==> src/logic/toc_map.vh <==
`ifndef TOC_MAP_VH
`define TOC_MAP_VH

// ----------------------------------------------------------------
// Register byte offsets on the bus (one 32-bit word each).
// ----------------------------------------------------------------
`define TOC_OFS_CTRL 8'h00
`define TOC_OFS_OUT 8'h04
`define TOC_OFS_IEN 8'h08
`define TOC_OFS_FLAG 8'h0c
`define TOC_OFS_CNT_LO 8'h10
`define TOC_OFS_CNT_HI 8'h14
`define TOC_OFS_CMPA_LO 8'h18
`define TOC_OFS_CMPA_HI 8'h1c
`define TOC_OFS_CMPB_LO 8'h20
`define TOC_OFS_CMPB_HI 8'h24
`define TOC_OFS_PIN 8'h28

// ----------------------------------------------------------------
// Field positions.
// ----------------------------------------------------------------
`define TOC_OUT_FOC_A 4
`define TOC_OUT_FOC_B 5
`define TOC_FLAG_OVF 2
`define TOC_PIN_PORT_A 2

// ----------------------------------------------------------------
// Waveform mode codes.
// ----------------------------------------------------------------
`define TOC_WGM_NORMAL 4'h0
`define TOC_WGM_PC8 4'h1
`define TOC_WGM_PC9 4'h2
`define TOC_WGM_PC10 4'h3
`define TOC_WGM_CTC_A 4'h4
`define TOC_WGM_FAST8 4'h5
`define TOC_WGM_FAST9 4'h6
`define TOC_WGM_FAST10 4'h7
`define TOC_WGM_PFC_C 4'h8
`define TOC_WGM_PFC_A 4'h9
`define TOC_WGM_PC_C 4'ha
`define TOC_WGM_PC_A 4'hb
`define TOC_WGM_CTC_C 4'hc
`define TOC_WGM_FAST_C 4'he
`define TOC_WGM_FAST_A 4'hf

// ----------------------------------------------------------------
// Counter limits and output actions.
// ----------------------------------------------------------------
`define TOC_TOP8 16'h00ff
`define TOC_TOP9 16'h01ff
`define TOC_TOP10 16'h03ff
`define TOC_MAX 16'hffff
`define TOC_BOTTOM 16'h0000
`define TOC_ONE 16'h0001
`define TOC_ACT_TOGGLE 2'h1
`define TOC_ACT_CLEAR 2'h2
`define TOC_ACT_SET 2'h3

`endif

==> src/logic/toc_top.v <==
`timescale 1ns/1ns
// How it works
// (RULE1) Each channel compares all 16 counter bits with its active value.
// (RULE2) Match sets the channel flag at the timer tick; enabled flag asks irq.
// (RULE3) Flag clears on interrupt service or written one; zero is ignored.
// (RULE4) Channel A compare value is TOP in its selected modes.
// (RULE5) Compare value double buffered in PWM modes, direct in normal and CLEAR_ON_MATCH_MODE.
// (RULE6) Buffered value moves to active register only at TOP or BOTTOM.
// (RULE7) CPU accesses reach buffer when buffering, else the active register.
// (RULE8) Compare value changes only on CPU writes; high byte read directly.
// (RULE9) High byte write loads shared latch; low write commits all 16 bits.
// (RULE10) Forced compare in non-PWM modes acts on output only, no flag.
// (RULE11) Counter write blocks every match at the next timer tick.
// (RULE12) Counter written equal to variable TOP misses TOP, runs to 0xFFFF.
// (RULE13) Output latch keeps its value across mode changes.
// (RULE14) Output action setting is unbuffered and acts at next match.
// (RULE15) Reset clears the output latch to zero.
// (RULE16) Nonzero action replaces port data; direction bit still gates pin.
// (RULE17) Action zero leaves the output latch untouched on matches.
// (RULE18) Output action has no effect on input capture.
// (RULE19) Normal mode only counts up and wraps 0xFFFF to 0x0000.
// (RULE20) Normal mode sets overflow flag as counter becomes zero.
// (RULE21) Servicing the overflow interrupt clears the overflow flag.
// (RULE22) Software sets the output latch before making the pin an output.
// (RULE23) One shared 8-bit latch holds the upper byte for 16-bit access.
// (RULE24) Non-PWM actions 1, 2, 3 toggle, clear and set the latch.
`include "toc_map.vh"

module toc_top
(
    input wire clk,
    input wire rst_n,
    input wire [7:0] wb_adr_i,
    input wire [31:0] wb_dat_i,
    input wire [3:0] wb_sel_i,
    input wire wb_we_i,
    input wire wb_cyc_i,
    input wire wb_stb_i,
    output reg [31:0] wb_dat_o,
    output reg wb_ack_o,
    input wire timerTick,
    input wire [15:0] captureValue,
    input wire irqAckCmpA,
    input wire irqAckCmpB,
    input wire irqAckOvf,
    output reg irqCmpA,
    output reg irqCmpB,
    output reg irqOvf,
    output reg ocPinA,
    output reg ocPinAOe,
    output reg ocPinB,
    output reg ocPinBOe
);

// ----------------------------------------------------------------
// Bus decode
// ----------------------------------------------------------------
wire reqNew;
wire wrEn;
wire [7:0] wd;
reg [7:0] rdData;
reg [3:0] mode_r;
reg [3:0] actSel_r;
reg [2:0] irqEn_r;
reg [3:0] pinCtl_r;
reg [7:0] hiLatch_r;
reg [15:0] cnt_r;
reg [15:0] cntNxt;
reg dirDown_r;
reg dirNxt;
reg block_r;
reg ovf_r;
wire [31:0] cmpRd;
wire [1:0] flagAll;
wire [1:0] latAll;

// A request is answered one cycle after it appears; writes act at
// the edge where the master sees the ack, so an early release of
// the strobe never leaves a half-done write behind.
assign reqNew = wb_cyc_i & wb_stb_i & ~wb_ack_o;
assign wrEn = wb_cyc_i & wb_stb_i & wb_ack_o & wb_we_i & wb_sel_i[0];
assign wd = wb_dat_i[7:0];

wire wrCtrl = wrEn & (wb_adr_i == `TOC_OFS_CTRL);
wire wrOut = wrEn & (wb_adr_i == `TOC_OFS_OUT);
wire wrIen = wrEn & (wb_adr_i == `TOC_OFS_IEN);
wire wrFlag = wrEn & (wb_adr_i == `TOC_OFS_FLAG);
wire wrPin = wrEn & (wb_adr_i == `TOC_OFS_PIN);
wire wrCntLo = wrEn & (wb_adr_i == `TOC_OFS_CNT_LO);
wire wrAnyHi = wrEn & ((wb_adr_i == `TOC_OFS_CNT_HI)
    | (wb_adr_i == `TOC_OFS_CMPA_HI) | (wb_adr_i == `TOC_OFS_CMPB_HI));
wire rdCntLo = reqNew & ~wb_we_i & (wb_adr_i == `TOC_OFS_CNT_LO);
wire [1:0] wrCmpLo;
assign wrCmpLo[0] = wrEn & (wb_adr_i == `TOC_OFS_CMPA_LO);
assign wrCmpLo[1] = wrEn & (wb_adr_i == `TOC_OFS_CMPB_LO);

// ----------------------------------------------------------------
// Mode decode
// ----------------------------------------------------------------
reg [15:0] topVal;
reg isPwm;
reg isDual;
reg bufAtBot;
reg aIsTop;
wire [15:0] cmpActA;

// Selects the TOP source and counting class for each mode.
always @*
begin
    topVal = `TOC_MAX;
    isPwm = 1'b1;
    isDual = 1'b0;
    bufAtBot = 1'b0;
    aIsTop = 1'b0;
    case (mode_r)
        `TOC_WGM_NORMAL: isPwm = 1'b0; // RULE5 RULE19
        `TOC_WGM_CTC_A:
        begin
            isPwm = 1'b0;
            topVal = cmpActA; // RULE4
            aIsTop = 1'b1;
        end
        `TOC_WGM_CTC_C:
        begin
            isPwm = 1'b0;
            topVal = captureValue;
        end
        `TOC_WGM_PC8:
        begin
            isDual = 1'b1;
            topVal = `TOC_TOP8;
        end
        `TOC_WGM_PC9:
        begin
            isDual = 1'b1;
            topVal = `TOC_TOP9;
        end
        `TOC_WGM_PC10:
        begin
            isDual = 1'b1;
            topVal = `TOC_TOP10;
        end
        `TOC_WGM_FAST8: topVal = `TOC_TOP8;
        `TOC_WGM_FAST9: topVal = `TOC_TOP9;
        `TOC_WGM_FAST10: topVal = `TOC_TOP10;
        `TOC_WGM_FAST_C: topVal = captureValue;
        `TOC_WGM_FAST_A:
        begin
            topVal = cmpActA; // RULE4
            aIsTop = 1'b1;
        end
        `TOC_WGM_PFC_C:
        begin
            isDual = 1'b1;
            bufAtBot = 1'b1;
            topVal = captureValue;
        end
        `TOC_WGM_PFC_A:
        begin
            isDual = 1'b1;
            bufAtBot = 1'b1;
            topVal = cmpActA;
            aIsTop = 1'b1;
        end
        `TOC_WGM_PC_C:
        begin
            isDual = 1'b1;
            topVal = captureValue;
        end
        `TOC_WGM_PC_A:
        begin
            isDual = 1'b1;
            topVal = cmpActA;
            aIsTop = 1'b1;
        end
        default: topVal = `TOC_MAX;
    endcase
end

wire atTop = (cnt_r == topVal);
wire atBot = (cnt_r == `TOC_BOTTOM);
// A blocked tick also hides the TOP match, so a counter written onto
// a variable TOP runs on to the wrap point.
wire topHit = timerTick & atTop & ~block_r; // RULE11 RULE12
wire bufLoad = timerTick & isPwm
    & (bufAtBot ? (atBot & dirDown_r) : atTop); // RULE6
wire botEvt = isPwm & ~isDual & topHit;

// ----------------------------------------------------------------
// Counter
// ----------------------------------------------------------------
// Next count per class; a CPU write has priority over counting.
always @*
begin
    cntNxt = cnt_r;
    dirNxt = dirDown_r;
    if (!isDual)
    begin
        dirNxt = 1'b0;
        if (isPwm | (mode_r != `TOC_WGM_NORMAL))
            cntNxt = topHit ? `TOC_BOTTOM : cnt_r + `TOC_ONE;
        else
            cntNxt = cnt_r + `TOC_ONE; // RULE19
    end
    else if (!dirDown_r)
    begin
        if (topHit)
        begin
            cntNxt = cnt_r - `TOC_ONE;
            dirNxt = 1'b1;
        end
        else
            cntNxt = cnt_r + `TOC_ONE;
    end
    else if (atBot)
    begin
        cntNxt = cnt_r + `TOC_ONE;
        dirNxt = 1'b0;
    end
    else
        cntNxt = cnt_r - `TOC_ONE;
end

// Overflow: wrap in non-PWM, TOP in fast PWM, BOTTOM in dual slope.
wire ovfSet = timerTick & (isDual ? (dirDown_r & atBot)
    : (isPwm ? topHit : (cnt_r == `TOC_MAX))); // RULE20
wire ovfClr = (wrFlag & wd[`TOC_FLAG_OVF]) | irqAckOvf; // RULE21

// Counter, block flag and shared high-byte latch.
always @(posedge clk or negedge rst_n)
begin
    if (!rst_n)
    begin
        cnt_r <= `TOC_BOTTOM;
        dirDown_r <= 1'b0;
        block_r <= 1'b0;
        ovf_r <= 1'b0;
        hiLatch_r <= 8'h00;
    end
    else
    begin
        if (wrCntLo)
        begin
            cnt_r <= {hiLatch_r, wd}; // RULE9
            block_r <= 1'b1; // RULE11
        end
        else
        begin
            if (timerTick)
            begin
                cnt_r <= cntNxt;
                dirDown_r <= dirNxt;
                block_r <= 1'b0;
            end
        end
        // Set wins over clear so a coinciding event is kept.
        ovf_r <= (ovf_r & ~ovfClr) | ovfSet; // RULE20
        if (wrAnyHi)
            hiLatch_r <= wd; // RULE9 RULE23
        else if (rdCntLo)
            hiLatch_r <= cnt_r[15:8]; // RULE23
    end
end

// ----------------------------------------------------------------
// Compare channels
// ----------------------------------------------------------------
genvar i;
generate
    for (i = 0; i < 2; i = i + 1)
    begin : gCh
        reg [15:0] act_r;
        reg [15:0] buf_r;
        reg flag_r;
        reg lat_r;
        reg latNxt;
        // A new action acts at once, so a force strobe written together
        // with it already uses the new action.
        wire [1:0] act = wrOut ? wd[2*i+1:2*i] : actSel_r[2*i+1:2*i];
        wire match = timerTick & ~block_r & (cnt_r == act_r); // RULE1
        wire frc = wrOut & wd[`TOC_OUT_FOC_A + i] & ~isPwm; // RULE10
        wire clr = (wrFlag & wd[i])
            | ((i == 0) ? irqAckCmpA : irqAckCmpB); // RULE3
        wire togOk = (i == 0) & aIsTop;

        // Waveform action; action zero never touches the latch.
        always @*
        begin
            latNxt = lat_r; // RULE13 RULE17
            if (!isPwm)
            begin
                if (match | frc)
                begin
                    case (act) // RULE14 RULE24
                        `TOC_ACT_TOGGLE: latNxt = ~lat_r;
                        `TOC_ACT_CLEAR: latNxt = 1'b0;
                        `TOC_ACT_SET: latNxt = 1'b1;
                        default: latNxt = lat_r;
                    endcase
                end
            end
            else
            begin
                if (match)
                begin
                    case (act)
                        `TOC_ACT_TOGGLE: latNxt = togOk ? ~lat_r : lat_r;
                        `TOC_ACT_CLEAR: latNxt = isDual & dirDown_r;
                        `TOC_ACT_SET: latNxt = ~(isDual & dirDown_r);
                        default: latNxt = lat_r;
                    endcase
                end
                if (botEvt & (act == `TOC_ACT_CLEAR))
                    latNxt = 1'b1;
                if (botEvt & (act == `TOC_ACT_SET))
                    latNxt = 1'b0;
            end
        end

        // Only the CPU writes the compare value; hardware only moves
        // the buffer into the active register.
        always @(posedge clk or negedge rst_n)
        begin
            if (!rst_n)
            begin
                act_r <= `TOC_BOTTOM;
                buf_r <= `TOC_BOTTOM;
                flag_r <= 1'b0;
                lat_r <= 1'b0; // RULE15
            end
            else
            begin
                if (wrCmpLo[i])
                begin
                    buf_r <= {hiLatch_r, wd}; // RULE8 RULE9
                    if (!isPwm)
                        act_r <= {hiLatch_r, wd}; // RULE5 RULE7
                end
                else if (bufLoad)
                    act_r <= buf_r; // RULE6
                flag_r <= (flag_r & ~clr) | match; // RULE2 RULE3
                lat_r <= latNxt;
            end
        end

        assign cmpRd[16*i+15:16*i] = isPwm ? buf_r : act_r; // RULE7
        assign flagAll[i] = flag_r;
        assign latAll[i] = lat_r;
        if (i == 0)
        begin : gTop
            assign cmpActA = act_r;
        end
    end
endgenerate

// ----------------------------------------------------------------
// Control registers and read mux
// ----------------------------------------------------------------
// Force bits are strobes and read back as zero.
always @*
begin
    case (wb_adr_i)
        `TOC_OFS_CTRL: rdData = {4'h0, mode_r};
        `TOC_OFS_OUT: rdData = {4'h0, actSel_r};
        `TOC_OFS_IEN: rdData = {5'h00, irqEn_r};
        `TOC_OFS_FLAG: rdData = {5'h00, ovf_r, flagAll};
        `TOC_OFS_PIN: rdData = {4'h0, pinCtl_r};
        `TOC_OFS_CNT_LO: rdData = cnt_r[7:0];
        `TOC_OFS_CNT_HI: rdData = hiLatch_r;
        `TOC_OFS_CMPA_LO: rdData = cmpRd[7:0];
        `TOC_OFS_CMPA_HI: rdData = cmpRd[15:8]; // RULE8
        `TOC_OFS_CMPB_LO: rdData = cmpRd[23:16];
        `TOC_OFS_CMPB_HI: rdData = cmpRd[31:24]; // RULE8
        default: rdData = 8'h00;
    endcase
end

// Bus answer plus the plain control fields.
always @(posedge clk or negedge rst_n)
begin
    if (!rst_n)
    begin
        wb_ack_o <= 1'b0;
        wb_dat_o <= 32'h00000000;
        mode_r <= `TOC_WGM_NORMAL;
        actSel_r <= 4'h0;
        irqEn_r <= 3'h0;
        pinCtl_r <= 4'h0;
    end
    else
    begin
        wb_ack_o <= reqNew;
        wb_dat_o <= reqNew ? {24'h000000, rdData} : 32'h00000000;
        if (wrCtrl)
            mode_r <= wd[3:0]; // RULE13
        if (wrOut)
            actSel_r <= wd[3:0]; // RULE14 RULE18
        if (wrIen)
            irqEn_r <= wd[2:0];
        if (wrPin)
            pinCtl_r <= wd[3:0];
    end
end

// ----------------------------------------------------------------
// Interrupt requests and pins
// ----------------------------------------------------------------
// Nonzero action hands the pin to the latch; direction still rules.
always @(posedge clk or negedge rst_n)
begin
    if (!rst_n)
    begin
        irqCmpA <= 1'b0;
        irqCmpB <= 1'b0;
        irqOvf <= 1'b0;
        ocPinA <= 1'b0;
        ocPinAOe <= 1'b0;
        ocPinB <= 1'b0;
        ocPinBOe <= 1'b0;
    end
    else
    begin
        irqCmpA <= flagAll[0] & irqEn_r[0]; // RULE2
        irqCmpB <= flagAll[1] & irqEn_r[1]; // RULE2
        irqOvf <= ovf_r & irqEn_r[2];
        ocPinA <= (actSel_r[1:0] != 2'h0) ? latAll[0]
            : pinCtl_r[`TOC_PIN_PORT_A]; // RULE16 RULE22
        ocPinAOe <= pinCtl_r[0]; // RULE16
        ocPinB <= (actSel_r[3:2] != 2'h0) ? latAll[1]
            : pinCtl_r[`TOC_PIN_PORT_A + 1]; // RULE16
        ocPinBOe <= pinCtl_r[1]; // RULE16
    end
end

endmodule // toc_top

==> config.mk <==
export PLATFORM = sky130hd
export DESIGN_NAME = toc_top
export DESIGN_NICKNAME = d
export VERILOG_FILES = /design/src/logic/toc_top.v
export VERILOG_INCLUDE_DIRS = /design/src /design/src/logic
export SDC_FILE = /design/constraint.sdc
export NUM_CORES = 1
export LEC_CHECK = 0
export BUFFER_PORTS_ARGS = -buffer_cell sky130_fd_sc_hd__buf_2
export CAP_MARGIN = 20
export CORE_MARGIN = 5
export CORE_UTILIZATION = 37
export DETAILED_ROUTE_END_ITERATION = 10
export PLACE_DENSITY_LB_ADDON = 0.25
export SYNTH_ARGS = -nofsm -noshare
export SYNTH_HDL_FRONTEND = slang
export SYNTH_SLANG_ARGS = --single-unit
==> constraint.sdc <==
create_clock -name clk -period 3.3 [get_ports clk]
set_input_delay 0 -clock clk [delete_from_list [all_inputs] [get_ports clk]]
set_output_delay 0 -clock clk [all_outputs]
set_load 0.02 [all_outputs]
## Yosys cells after proc, flatten, opt, wreduce, memory -nomap -nowiden

Cells that the tools add are included.

| word-level totals | value |
|---|---|
| register bits | 126 |
| input port bits | 69 |

| operators by class | value |
|---|---|
| add/sub/neg operators | 2 |
| equality and inequality tests | 41 |
| multiplexer cells | 52 |
| bitwise logic cells | 67 |
| reductions and logical operators | 27 |

Operator list:

| operator | count |
|---|---|
| $mux W16 | 15 |
| $pmux W8 S11 | 1 |
| $pmux W16 S5 | 1 |
| $eq A16 B16 Y1 | 3 |
| $and A1 B1 Y1 | 45 |
| $eq A8 B5 Y1 const B | 4 |
| $eq A4 B4 Y1 const B | 7 |
| $mux W1 | 26 |
| $eq A8 B6 Y1 const B | 3 |
| $mux W8 | 3 |
| $add A16 B1 Y16 const B | 1 |
| $eq A16 B16 Y1 const B | 1 |
| $eq A4 B3 Y1 const B | 4 |
| $eq A8 B4 Y1 const B | 2 |
| $logic_not A16 Y1 | 1 |
| $sub A16 B1 Y16 const B | 1 |
| $reduce_bool A2 Y1 | 6 |
| $reduce_bool A4 Y1 | 3 |
| $not A1 Y1 | 11 |
| $or A1 B1 Y1 | 11 |
| $reduce_bool A5 Y1 | 2 |
| $pmux W1 S3 | 3 |
| $eq A2 B2 Y1 const B | 4 |
| $eq A4 B2 Y1 const B | 2 |
| other kinds (18) | 29 |

## Longest topological paths before layout

Gate-level depths: netlist of the first run.

| depth | value |
|---|---|
| word-level depth | 12 |
| depth in mapped cells | 14 |
| depth with buffers taken out | 12 |

## Worst setup path after synthesis of the first run

Ideal clock, no wire load.

| timing | value |
|---|---|
| kind | register to register |
| start | reg mode_r[0] |
| end | reg cnt_r[12] |
| library setup time | 124 ps |
| arrival | 3152 ps |
| setup slack | 24 ps |
| stages on the path, launching flop included | 14 |
| period minus slack after synthesis | 3276 ps |
| cells stage by stage | dfrtp_1 -> buf_6 -> or3_1 -> clkbuf_1 -> a21oi_1 -> nor2_1 -> xnor2_1 -> a211oi_1 -> or4b_2 -> or4_1 -> buf_2 -> nand3_1 -> mux2i_1 -> a211o_1 |

| between the ends | value |
|---|---|
| longest elaborated chain between the ends | 11 |
| elaborated cells between the ends (all ways) | 37 |
| those cells by class | eq/ne: 15; mux: 10; bitwise: 3; reduce/logical: 9 |

Ends and longest elaborated chain:

| item | line | source |
|---|---|---|
| start: declaration | toc_top.v:62 | `reg [3:0] mode_r;` |
| start signal: assignment | toc_top.v:385 | `` mode_r <= `TOC_WGM_NORMAL; `` |
| start signal: assignment | toc_top.v:395 | `mode_r <= wd[3:0];` |
| $eq A4 B4 Y1, or another cell as far along | toc_top.v:115 | `case (mode_r)` |
| $reduce_or A4 Y1 (no line) or $reduce_or A2 Y1 (tied branches) | n/a |  |
| $pmux W16 S5 | toc_top.v:115 |  |
| $eq A16 B16 Y1 | toc_top.v:180 | `wire atTop = (cnt_r == topVal);` |
| $and A1 B1 Y1 (2 in series) | toc_top.v:184 | `wire topHit = timerTick & atTop & ~block_r;` |
| $mux W16, on equally long branches | n/a |  |
| $mux W16, on equally long branches | toc_top.v:200, toc_top.v:205 |  |
| $mux W16 (*) | toc_top.v:197 | `if (!isDual)` |
| $mux W16 (*) | toc_top.v:249 | `if (timerTick)` |
| $mux W16 (*) | toc_top.v:242 | `if (wrCntLo)` |
| end signal: assignment | toc_top.v:234 | `` cnt_r <= `TOC_BOTTOM; `` |
| end signal: assignment | toc_top.v:244 | `cnt_r <= {hiLatch_r, wd};` |
| end signal: assignment | toc_top.v:251 | `cnt_r <= cntNxt;` |
| end: declaration | toc_top.v:67 | `reg [15:0] cnt_r;` |

Every way passes the cells marked *; elsewhere a longest branch is shown, timed or not. The select of a mux whose other input is x is not followed.
A chain may end at the register's enable or synchronous reset.

## Final worst setup path of the first run

| timing | value |
|---|---|
| start | reg mode_r[3] |
| end | reg gCh[1].lat_r |

| between the ends | value |
|---|---|
| longest elaborated chain between the ends | 11 |
| elaborated cells between the ends (all ways) | 47 |
| those cells by class | eq/ne: 17; mux: 8; bitwise: 11; reduce/logical: 11 |

Ends and longest elaborated chain:

| item | line | source |
|---|---|---|
| $eq A4 B4 Y1, or another cell as far along | toc_top.v:115 |  |
| $reduce_or A4 Y1 (no line) or $reduce_or A2 Y1 (tied branches) | n/a |  |
| $pmux W16 S5 | toc_top.v:115 |  |
| $eq A16 B16 Y1 | toc_top.v:180 |  |
| $and A1 B1 Y1 (2 in series) | toc_top.v:184 |  |
| $and A1 B1 Y1 | toc_top.v:187 | `wire botEvt = isPwm & ~isDual & topHit;` |
| $and A1 B1 Y1 | toc_top.v:313 | `` if (botEvt & (act == `TOC_ACT_CLEAR)) `` |
| $mux W1 | toc_top.v:313 |  |
| $mux W1 | toc_top.v:315 | `` if (botEvt & (act == `TOC_ACT_SET)) `` |
| $mux W1 | toc_top.v:290 | `if (!isPwm)` |
| end signal: assignment | toc_top.v:342 | `lat_r <= latNxt;` |
| end: declaration | toc_top.v:275 | `reg lat_r;` |

Several ways; a longest one is shown, not always the timed one. The select of a mux whose other input is x is not followed.

==> impl_metrics.env, run 1 <==
export IMPL_min_period_over_period_pct=103
export IMPL_drive_gt1_share_pct=30.0
export IMPL_cp_data_arrival_time_ns=3.76
export IMPL_fin_util_pct=47.9
export IMPL_skew_ns=0.0140
export IMPL_routed_wl_um=30800
export IMPL_grt_pass1_wl_um=46200
export IMPL_setup_violations=8
export IMPL_post_synth_main_area_contributors="dfrtp_1 (38%), mux2_2 (9.9%), nand2_1 (3.9%)"
export IMPL_clock_sinks=126
export IMPL_die_w_um=160
export IMPL_power_per_cell_area_nw_per_um2=461
export IMPL_worst_pin_slew_ns=1.01
export IMPL_synth_top_area_share_pct=38.1
export IMPL_grt_pass1_vias=7670
export IMPL_p_int_mw=3.33
export IMPL_outcome="finished with violations"
export IMPL_r2r_start="mode_r[3]"
export IMPL_synth_commonest_cells="dfrtp_1 (126), nand2_1 (86), nor2_1 (83)"
export IMPL_setup_ws_ns=-0.0919
export IMPL_relSlewSlack_pct=32.4
export IMPL_cts_buffers=17
export IMPL_clock_path_buffers=2
export IMPL_root_buffer="clkbuf_16"
export IMPL_peakVddDrop_v=0.000458
export IMPL_antenna_cells=0
export IMPL_rsz0062_at_grt="yes"
export IMPL_combPwrFrac_pct=23.3
export IMPL_route_detailed_drc=0
export IMPL_endpoint_kind="flip-flop"
export IMPL_seq_power_share_pct=34.8
export IMPL_synth_seq_cells=126
export IMPL_post_drt_via_cell_ratio=5.90
export IMPL_reg2reg_depth=11
export IMPL_firstDrtPassIters=9
export IMPL_rrSetupSlack_ns=-0.09
export IMPL_finalInstanceArea_um2=10500
export IMPL_cts_tree="done"
export IMPL_die_area_um2=25500
export IMPL_dieHeight_um=160
export IMPL_p_sw_mw=1.51
export IMPL_clk_pin_slew_worst_paths_ns=0.07
export IMPL_min_from="wb_adr_i[0]"
export IMPL_synth_edff_count=0
export IMPL_maxCapViolCount=0
export IMPL_nets=1136
export IMPL_swShare_pct=31.2
export IMPL_track_usage_pct=23.4
export IMPL_p_leak_nw=4.86
export IMPL_grt_overflow_total=0
export IMPL_yosysMostFrequentCell="dfrtp_1"
export IMPL_startpoint_type="flip-flop"
export IMPL_ys_async_sr_fraction_pct=100
export IMPL_fmax_mhz=295
export IMPL_insertion_delay_ns=0.43
export IMPL_reg2reg_to="gCh[1].lat_r"
export IMPL_hold_depth=6
export IMPL_globalplace_congestion=0.948
export IMPL_slew_violations=0
export IMPL_core_area_um2=22000
export IMPL_layout_min_cycle_time_ns=3.39
export IMPL_area_growth_pct=27.0
export IMPL_hp_class="input pin to flip-flop"
export IMPL_io_pin_count=109
export IMPL_power_total_mw=4.85
export IMPL_dp_hpwl_um=22200
export IMPL_ant_nets=0
export IMPL_seq_area_frac_synth_pct=38.1
export IMPL_ys_types=68
export IMPL_violations="setup timing"
export IMPL_p_clk_share_pct=41.9
export IMPL_dr_total_vias=7975
export IMPL_portBuffers=57
export IMPL_antenna_found_initial=0
export IMPL_yosysWarnings=0
export IMPL_syn_area_um2=8280
export IMPL_grt_start_max_net_pins=95
export IMPL_avgRoutedWirePerCell_um=22.8
export IMPL_cp_max_fo=6
export IMPL_placementRows=54
export IMPL_syn_inst=924
export IMPL_synth_ff_type="dfrtp_1"
export IMPL_synth_top_area_cell="dfrtp_1"
export IMPL_drt_iter0_markers=779
export IMPL_hold_violations=0
export IMPL_htreeDepth=4
export IMPL_avgSynthCellArea_um2=8.96
export IMPL_critical_path_class="flip-flop to flip-flop"
export IMPL_placed_area_um2=9350
export IMPL_initial_core_util_pct=37.7
export IMPL_whs_endpoint="wb_dat_o[2]"
export IMPL_worstPathRequired_ns=3.67
[worst max path at each step]
stage               from           end
2_1_floorplan  mode_r[0]     cnt_r[12]
3_3_place_gp   mode_r[0]     cnt_r[11]
3_5_place_dp   mode_r[0]     cnt_r[11]
4_1_cts        mode_r[3]  gCh[1].lat_r
5_1_grt        mode_r[3]     cnt_r[11]
6_report       mode_r[3]  gCh[1].lat_r
[registers in the layout (all words and copies together) (netlist names), 3 cells and up]
signal / cells
actSel_r: 4
cmpActA: 16
cnt_r: 16
gCh.act_r: 16
gCh.buf_r: 32
hiLatch_r: 8
irqEn_r: 3
mode_r: 4
pinCtl_r: 4
wb_dat_o: 8
[routing by layer]
metal	vias to the layer above	GRT usage [%]	wire length [um]
met1	3906	32.3	13500
met2	395	36.0	13800
met5	-	0	0
met4	0	8.36	1000
li1	3603	-	-
met3	71	5.59	2530
[through the flow]
| step | hold WS (ns) | cells | worst slack (ns) | TNS, ns |
|---|---|---|---|---|
| 2_1_floorplan | -0.296 | 947 | 0.0242 | 0 |
| 6_report | 0.167 | 1352 | -0.0919 | -0.260 |
| 3_3_place_gp | 0.182 | 1293 | -0.123 | -3.01 |
| 4_1_cts | 0.156 | 1342 | -0.00282 | -0.00282 |
| 3_5_place_dp | 0.168 | 1293 | -0.0984 | -0.447 |
| 5_1_grt | 0.218 | 1352 | -0.135 | -2.89 |
[worst max-delay path: stages, from the launching register on]
cell and delay (ns):
dfrtp_2 0.49, or3_4 0.40, a21oi_2 0.13, nor2_2 0.08, xnor2_2 0.15, buf_4 0.14, a2111o_1 0.45, or4_4 0.62
a21oi_4 0.15, o221ai_2 0.11, or4_1 0.54, nand2_1 0.08
[placed cells by master (no fill, tap or decap), drive strengths merged, types with 6 or more instances in the layout]
| cell type | n |
|---|---|
| a221o | 7 |
| a222oi | 6 |
| a221oi | 12 |
| mux2 | 74 |
| clkbuf | 20 |
| and3 | 13 |
| nor2b | 8 |
| inv | 33 |
| a21oi | 53 |
| ha | 7 |
| o211ai | 7 |
| dfrtp | 126 |
| a22oi | 6 |
| nor3 | 23 |
| buf | 166 |
| conb | 24 |
| mux2i | 26 |
| a31oi | 14 |
| o22ai | 6 |
| nor4 | 11 |
| xnor2 | 33 |
| o31ai | 11 |
| dlygate4sd3 | 15 |
| and2 | 8 |
| nand4b | 6 |
| nand2b | 9 |
| nand3 | 33 |
| o221ai | 6 |
| o21ai | 46 |
| nand2 | 86 |
| or4 | 7 |
| nor2 | 83 |
| nand4 | 10 |
[what timing repair did]
item / CTS / global route
setup endpoints to repair: 36 / 48
hold buffers: 15 / 0
resized for setup: 14 / 57
pin swaps: 4 / 29
gates cloned: 0 / 4
endpoints found under the hold margin: 112 / 0
setup buffers: 3 / 8
[power groups by stage]
stage / sequential, mW / combinational [mW] / clock (mW)
floorplan: 1.65 / 0.659 / 0
global placement: 1.71 / 1.04 / 0
detailed placement: 1.71 / 1.04 / 0
CTS: 1.68 / 1.06 / 2.05
global route: 1.69 / 1.20 / 2.12
finish: 1.69 / 1.13 / 2.03
[cell type report]
cell class	instances	area, um^2
Sequential cell	126	3160
Clock buffer	19	443
Inverter	30	113
Tap cell	280	350
Fill cell	2126	11400
Clock inverter	12	183
Multi-Input combinational cell	703	4890
Timing Repair Buffer	182	1380
[cells by family (layout without fill, tap and decap cells)]
family                     after synthesis  count (layout)  share of synthesized area (%)
and+or+nand+nor                        316             317                           18.7
AOI/OAI and AO/OA                      217             217                           18.1
DFF                                    126             126                           38.1
buffers and inverters                  120             243                           6.91
muxes                                   99             100                           13.1
xor gates and xnor gates                38              38                           4.02
adders and majority gates                7               7                           1.06
other                                    1              24                         0.0453
Note: power is estimated with default switching activity, not from simulation.
==> run 2: changes to the inputs <==
--- a/config.mk
+++ b/config.mk
@@ -10,6 +10,7 @@
 export CAP_MARGIN = 20
 export CORE_MARGIN = 5
 export CORE_UTILIZATION = 37
+export CTS_BUF_LIST = sky130_fd_sc_hd__clkbuf_8
 export DETAILED_ROUTE_END_ITERATION = 10
 export PLACE_DENSITY_LB_ADDON = 0.25
 export SYNTH_ARGS = -nofsm -noshare
==> run 2 against run 1 <==
  * The flow still finishes with violations (setup timing)
  * Power shrank 11%
  * Final cell count about the same
  * Clock power fell by 26%
  * Critical path type unchanged
  * Via count shrank 1.1%
  * Global-route usage decreased by 0.21 points
  * Worst hold slack got worse by 0.038 ns
  * Cell area is 1.4% lower
  * Utilization shrank 0.68 points
  * Register-to-register slack is essentially flat
  * Non-clock buffer count is 2 higher
==> impl_metrics.env, run 2 (synthesis results as in run 1) <==
export IMPL_htreeDepth=4
export IMPL_rsz0062_at_grt="yes"
export IMPL_grt_pass1_vias=7656
export IMPL_final_cell_mix="dfrtp_1 (124), buf_4 (93), nand2_1 (85)"
export IMPL_portBuffers=57
export IMPL_hold_depth=4
export IMPL_maxCapViolCount=0
export IMPL_initial_core_util_pct=37.7
export IMPL_post_drt_via_cell_ratio=5.83
export IMPL_die_w_um=160
export IMPL_antenna_found_initial=0
export IMPL_endpoint_kind="flip-flop"
export IMPL_io_pin_count=109
export IMPL_antenna_cells=0
export IMPL_startpoint_type="flip-flop"
export IMPL_worstPathRequired_ns=3.71
export IMPL_setup_violations=10
export IMPL_reg2reg_depth=12
export IMPL_power_total_mw=4.33
export IMPL_clock_path_buffers=2
export IMPL_setup_ws_ns=-0.0896
export IMPL_outcome="finished with violations"
export IMPL_dr_total_vias=7887
export IMPL_power_per_cell_area_nw_per_um2=418
export IMPL_cp_data_arrival_time_ns=3.80
export IMPL_drt_iter0_markers=808
export IMPL_die_area_um2=25500
export IMPL_route_detailed_drc=0
export IMPL_worst_pin_slew_ns=0.999
export IMPL_dp_hpwl_um=22200
export IMPL_min_period_over_period_pct=103
export IMPL_grt_overflow_total=0
export IMPL_dieHeight_um=160
export IMPL_skew_ns=0.0225
export IMPL_critical_path_class="flip-flop to flip-flop"
export IMPL_track_usage_pct=23.2
export IMPL_slew_violations=0
export IMPL_largest_register="gCh.buf_r"
export IMPL_area_growth_pct=25.2
export IMPL_drive_gt1_share_pct=29.9
export IMPL_violations="setup timing"
export IMPL_insertion_delay_ns=0.46
export IMPL_cts_tree="done"
export IMPL_core_area_um2=22000
export IMPL_root_buffer="clkbuf_8"
export IMPL_cp_max_fo=6
export IMPL_p_leak_nw=4.79
export IMPL_layout_min_cycle_time_ns=3.39
export IMPL_final_common_cell="dfrtp_1"
export IMPL_hold_violations=0
export IMPL_avgRoutedWirePerCell_um=22.5
export IMPL_globalplace_congestion=0.948
export IMPL_hp_class="input pin to flip-flop"
export IMPL_firstDrtPassIters=6
export IMPL_cts_buffers=17
export IMPL_peakVddDrop_v=0.000234
export IMPL_grt_pass1_wl_um=45900
export IMPL_clock_sinks=126
export IMPL_nets=1137
export IMPL_placementRows=54
export IMPL_ant_nets=0
export IMPL_fin_tns_setup_ns=-0.377
export IMPL_relSlewSlack_pct=32.9
export IMPL_largest_reg_flops=32
export IMPL_grt_start_max_net_pins=95
export IMPL_routed_wl_um=30500
export IMPL_fmax_mhz=295
export IMPL_clk_pin_slew_worst_paths_ns=0.09
-- run 2: layer usage --
metal	wire [um]	share of wire, %	global-route usage [%]
met5	0	0	0
met3	2310	7.6	5.46
met4	956	3.1	7.65
met2	13700	45	35.9
met1	13500	44	32.1
-- run 2: final timing paths --
| path | from | endpoint | slack, ns |
|---|---|---|---|
| min in group asynchronous | rst_n | cnt_r[0] | 0.21 |
| max | mode_r[3] | gCh[1].lat_r | -0.09 |
| min | timerTick | cnt_r[0] | 0.13 |
| min reg2reg | pinCtl_r[1] | ocPinBOe | 0.42 |
| max reg2reg | mode_r[3] | gCh[1].lat_r | -0.09 |
| max in group asynchronous | rst_n | irqOvf | 2.30 |
-- run 2: layout make-up --
cell class	count	area, um^2
fillers	2154	11600
multi-input cells	702	4890
flip-flops and latches	126	3160
repair buffers	184	1420
well taps	280	350
clock buffers	18	248
clock inverters	13	186
inverters	30	113
-- run 2: what timing repair did --
item,CTS,global route
pin swaps,4,24
endpoints found under the setup margin,39,49
buffers inserted,3,7
hold buffers,16,0
cloned,0,3
gates resized for setup,14,58
hold endpoints to repair,122,0
-- run 2: worst max-delay path: stages (launching register included) --
cell	delay, ns
dfrtp_2	0.49
or3_4	0.46
a21oi_2	0.13
nor2_2	0.07
xnor2_2	0.14
buf_4	0.13
a2111o_1	0.41
or4_4	0.57
buf_6	0.15
nand3_1	0.08
a21oi_1	0.07
or4_1	0.53
nand2_1	0.08
-- run 2: per-stage QoR --
step	util, %	worst slack, ns	instance area [um^2]	std cells	hold slack (ns)
6_report	47.2	-0.0896	10400	1353	0.129
3_3_place_gp	42.6	-0.123	9350	1293	0.182
3_5_place_dp	42.6	-0.0984	9350	1293	0.168
2_1_floorplan	-	0.0242	8360	947	-0.296
4_1_cts	45.5	-0.00464	10000	1343	0.115
5_1_grt	47.2	-0.149	10400	1353	0.173
-- run 2: report_power, final --
group	internal (mW)	switching, mW	leakage (nW)
clock network	0.843	0.672	0.213
logic	0.453	0.672	2.93
registers	1.60	0.0901	1.65
total	2.89	1.43	4.79
==> run 3: changes to the inputs <==
==> constraint.sdc (replaced) <==
create_clock -name clk -period 3.42 [get_ports clk]
set_input_delay 0 -clock clk [delete_from_list [all_inputs] [get_ports clk]]
set_output_delay 0 -clock clk [all_outputs]
set_load 0.02 [all_outputs]
==> run 3 against run 2 <==
  * The flow now finishes without violations
  * Global-route usage fell by 0.30 points
  * Die area did not move
  * Final cell count fell by 1.2%
  * Critical endpoint unchanged
  * Sequential share of layout area rose by 0.86 points
  * Largest power group unchanged
  * Fmax rose by 1.1%
==> impl_metrics.env, run 3 (synthesis results as in run 1) <==
export IMPL_outcome="finished, final reports clean"
export IMPL_die_w_um=160
export IMPL_globalplace_congestion=0.969
export IMPL_maxCapViolCount=0
export IMPL_skew_ns=0.00983
export IMPL_worst_pin_slew_ns=0.999
export IMPL_power_per_cell_area_nw_per_um2=421
export IMPL_rsz0062_at_grt="yes"
export IMPL_use_met2_pct=33.6
export IMPL_io_pin_count=109
export IMPL_antenna_cells=0
export IMPL_final_common_cell="dfrtp_1"
export IMPL_root_buffer="clkbuf_8"
export IMPL_drt_iter0_markers=925
export IMPL_fin_util_pct=45.9
export IMPL_ant_nets=0
export IMPL_cts_buffers=17
export IMPL_routed_wl_um=29700
export IMPL_r2r_start="mode_r[3]"
export IMPL_area_growth_pct=21.7
export IMPL_endpoint_kind="flip-flop"
export IMPL_fin_tns_setup_ns=0
export IMPL_use_met3_pct=4.74
export IMPL_firstDrtPassIters=8
export IMPL_layout_min_cycle_time_ns=3.35
export IMPL_cts_tree="done"
export IMPL_busiest_layer="met2"
export IMPL_worstPathRequired_ns=3.81
export IMPL_route_detailed_drc=0
export IMPL_clock_path_buffers=2
export IMPL_grt_start_max_net_pins=115
export IMPL_die_area_um2=25500
export IMPL_drive_gt1_share_pct=26.4
export IMPL_slew_violations=0
export IMPL_min_period_over_period_pct=98.0
export IMPL_p_leak_nw=4.70
export IMPL_avgRoutedWirePerCell_um=22.2
export IMPL_largest_register="gCh.buf_r"
export IMPL_setup_violations=0
export IMPL_clock_sinks=126
export IMPL_track_usage_pct=22.9
export IMPL_grt_pass1_vias=7371
export IMPL_grt_overflow_total=0
export IMPL_dp_hpwl_um=21600
export IMPL_clk_pin_slew_worst_paths_ns=0.08
export IMPL_final_cell_mix="dfrtp_1 (124), nand2_1 (85), buf_4 (85)"
export IMPL_grt_pass1_wl_um=45200
export IMPL_initial_core_util_pct=37.7
export IMPL_fmax_mhz=298
export IMPL_dr_total_vias=7857
export IMPL_core_area_um2=22000
export IMPL_post_drt_via_cell_ratio=5.88
export IMPL_dieHeight_um=160
export IMPL_htreeDepth=4
export IMPL_cp_startpoint="mode_r[3]"
export IMPL_nets=1120
export IMPL_portBuffers=57
export IMPL_largest_reg_flops=32
export IMPL_insertion_delay_ns=0.45
export IMPL_met1_usage_pct=33.1
export IMPL_num_fill_cells=2103
export IMPL_critical_path_class="flip-flop to flip-flop"
export IMPL_hold_violations=0
export IMPL_startpoint_type="flip-flop"
export IMPL_cp_data_arrival_time_ns=3.74
export IMPL_relSlewSlack_pct=32.9
export IMPL_hp_class="input pin to flip-flop"
export IMPL_antenna_found_initial=0
export IMPL_cp_max_fo=6
export IMPL_peakVddDrop_v=0.000237
export IMPL_placementRows=54
export IMPL_min_from="wb_we_i"
## run 3: cell count changes in the layout (fill, tap and decap cells not counted), moves of 3 or more
cell / delta
a21oi_1: +6
o21ai_1: -6
o21ai_0: +6
buf_4: -8
buf_6: -8
a21oi_2: -4
mux2i_1: +5
mux2i_2: -3
mux2_4: -3
## run 3: metal layers
metal / vias to the layer above / wire, um
met2: 381 / 13000
met5: - / 0
met1: 3866 / 13500
met3: 53 / 2310
met4: 0 / 928
li1: 3557 / -
## run 3: worst max-delay path, stage by stage (launching register included)
cell     delay (ns)
dfrtp_2        0.44
or3_4          0.42
buf_4          0.15
a21o_1         0.15
and3_4         0.19
nor4_4         0.25
nand4_1        0.18
or4_4          0.58
buf_4          0.19
nand3_1        0.09
a21oi_1        0.07
or4_1          0.52
nand2_1        0.08
## run 3: what timing repair did
item                                    CTS  global route
endpoints found under the hold margin   135            22
buffers inserted                          0             7
resized for setup                         2            20
pin swaps                                 0            14
endpoints found under the setup margin    4            39
hold buffers                             16             1
## run 3: worst paths after layout
kind	end	slack, ns	cells after the start
setup / recovery	gCh[1].lat_r	0.07	12
hold / removal	cnt_r[6]	0.10	5
setup reg to reg	gCh[1].lat_r	0.07	12
hold reg to reg	ocPinBOe	0.43	0
max in group asynchronous	mode_r[3]	1.92	5
min in group asynchronous	gCh[1].act_r[9]	0.50	3
## run 3: area by class of cell
cell class	instances	area (um^2)	share of cell area, %
multi-input combinational	701	4730	46.9
inverter	30	113	1.12
timing repair buffer	168	1260	12.5
clock inverter	13	206	2.05
sequential	126	3160	31.3
clock buffer	19	262	2.60
tap	280	350	3.48
## run 3: power breakdown
part	leakage [nW]	switching [mW]	internal, mW	total, mW
clock	0.239	0.657	0.911	1.57
combinational	2.82	0.629	0.417	1.05
sequential	1.65	0.0888	1.54	1.63
## run 3: stage by stage
stage	hold slack, ns	worst slack, ns	power (mW)	instance area [um^2]	std cells
after detailed placement	0.232	-0.0198	2.63	9270	1280
after CTS	0.0835	0.0416	4.21	9900	1328
after floorplan	-0.296	0.144	2.23	8360	947
after global placement	0.224	-0.123	2.63	9270	1280
after global routing	0.111	-0.0580	4.41	10100	1337
final	0.105	0.0673	4.24	10100	1337
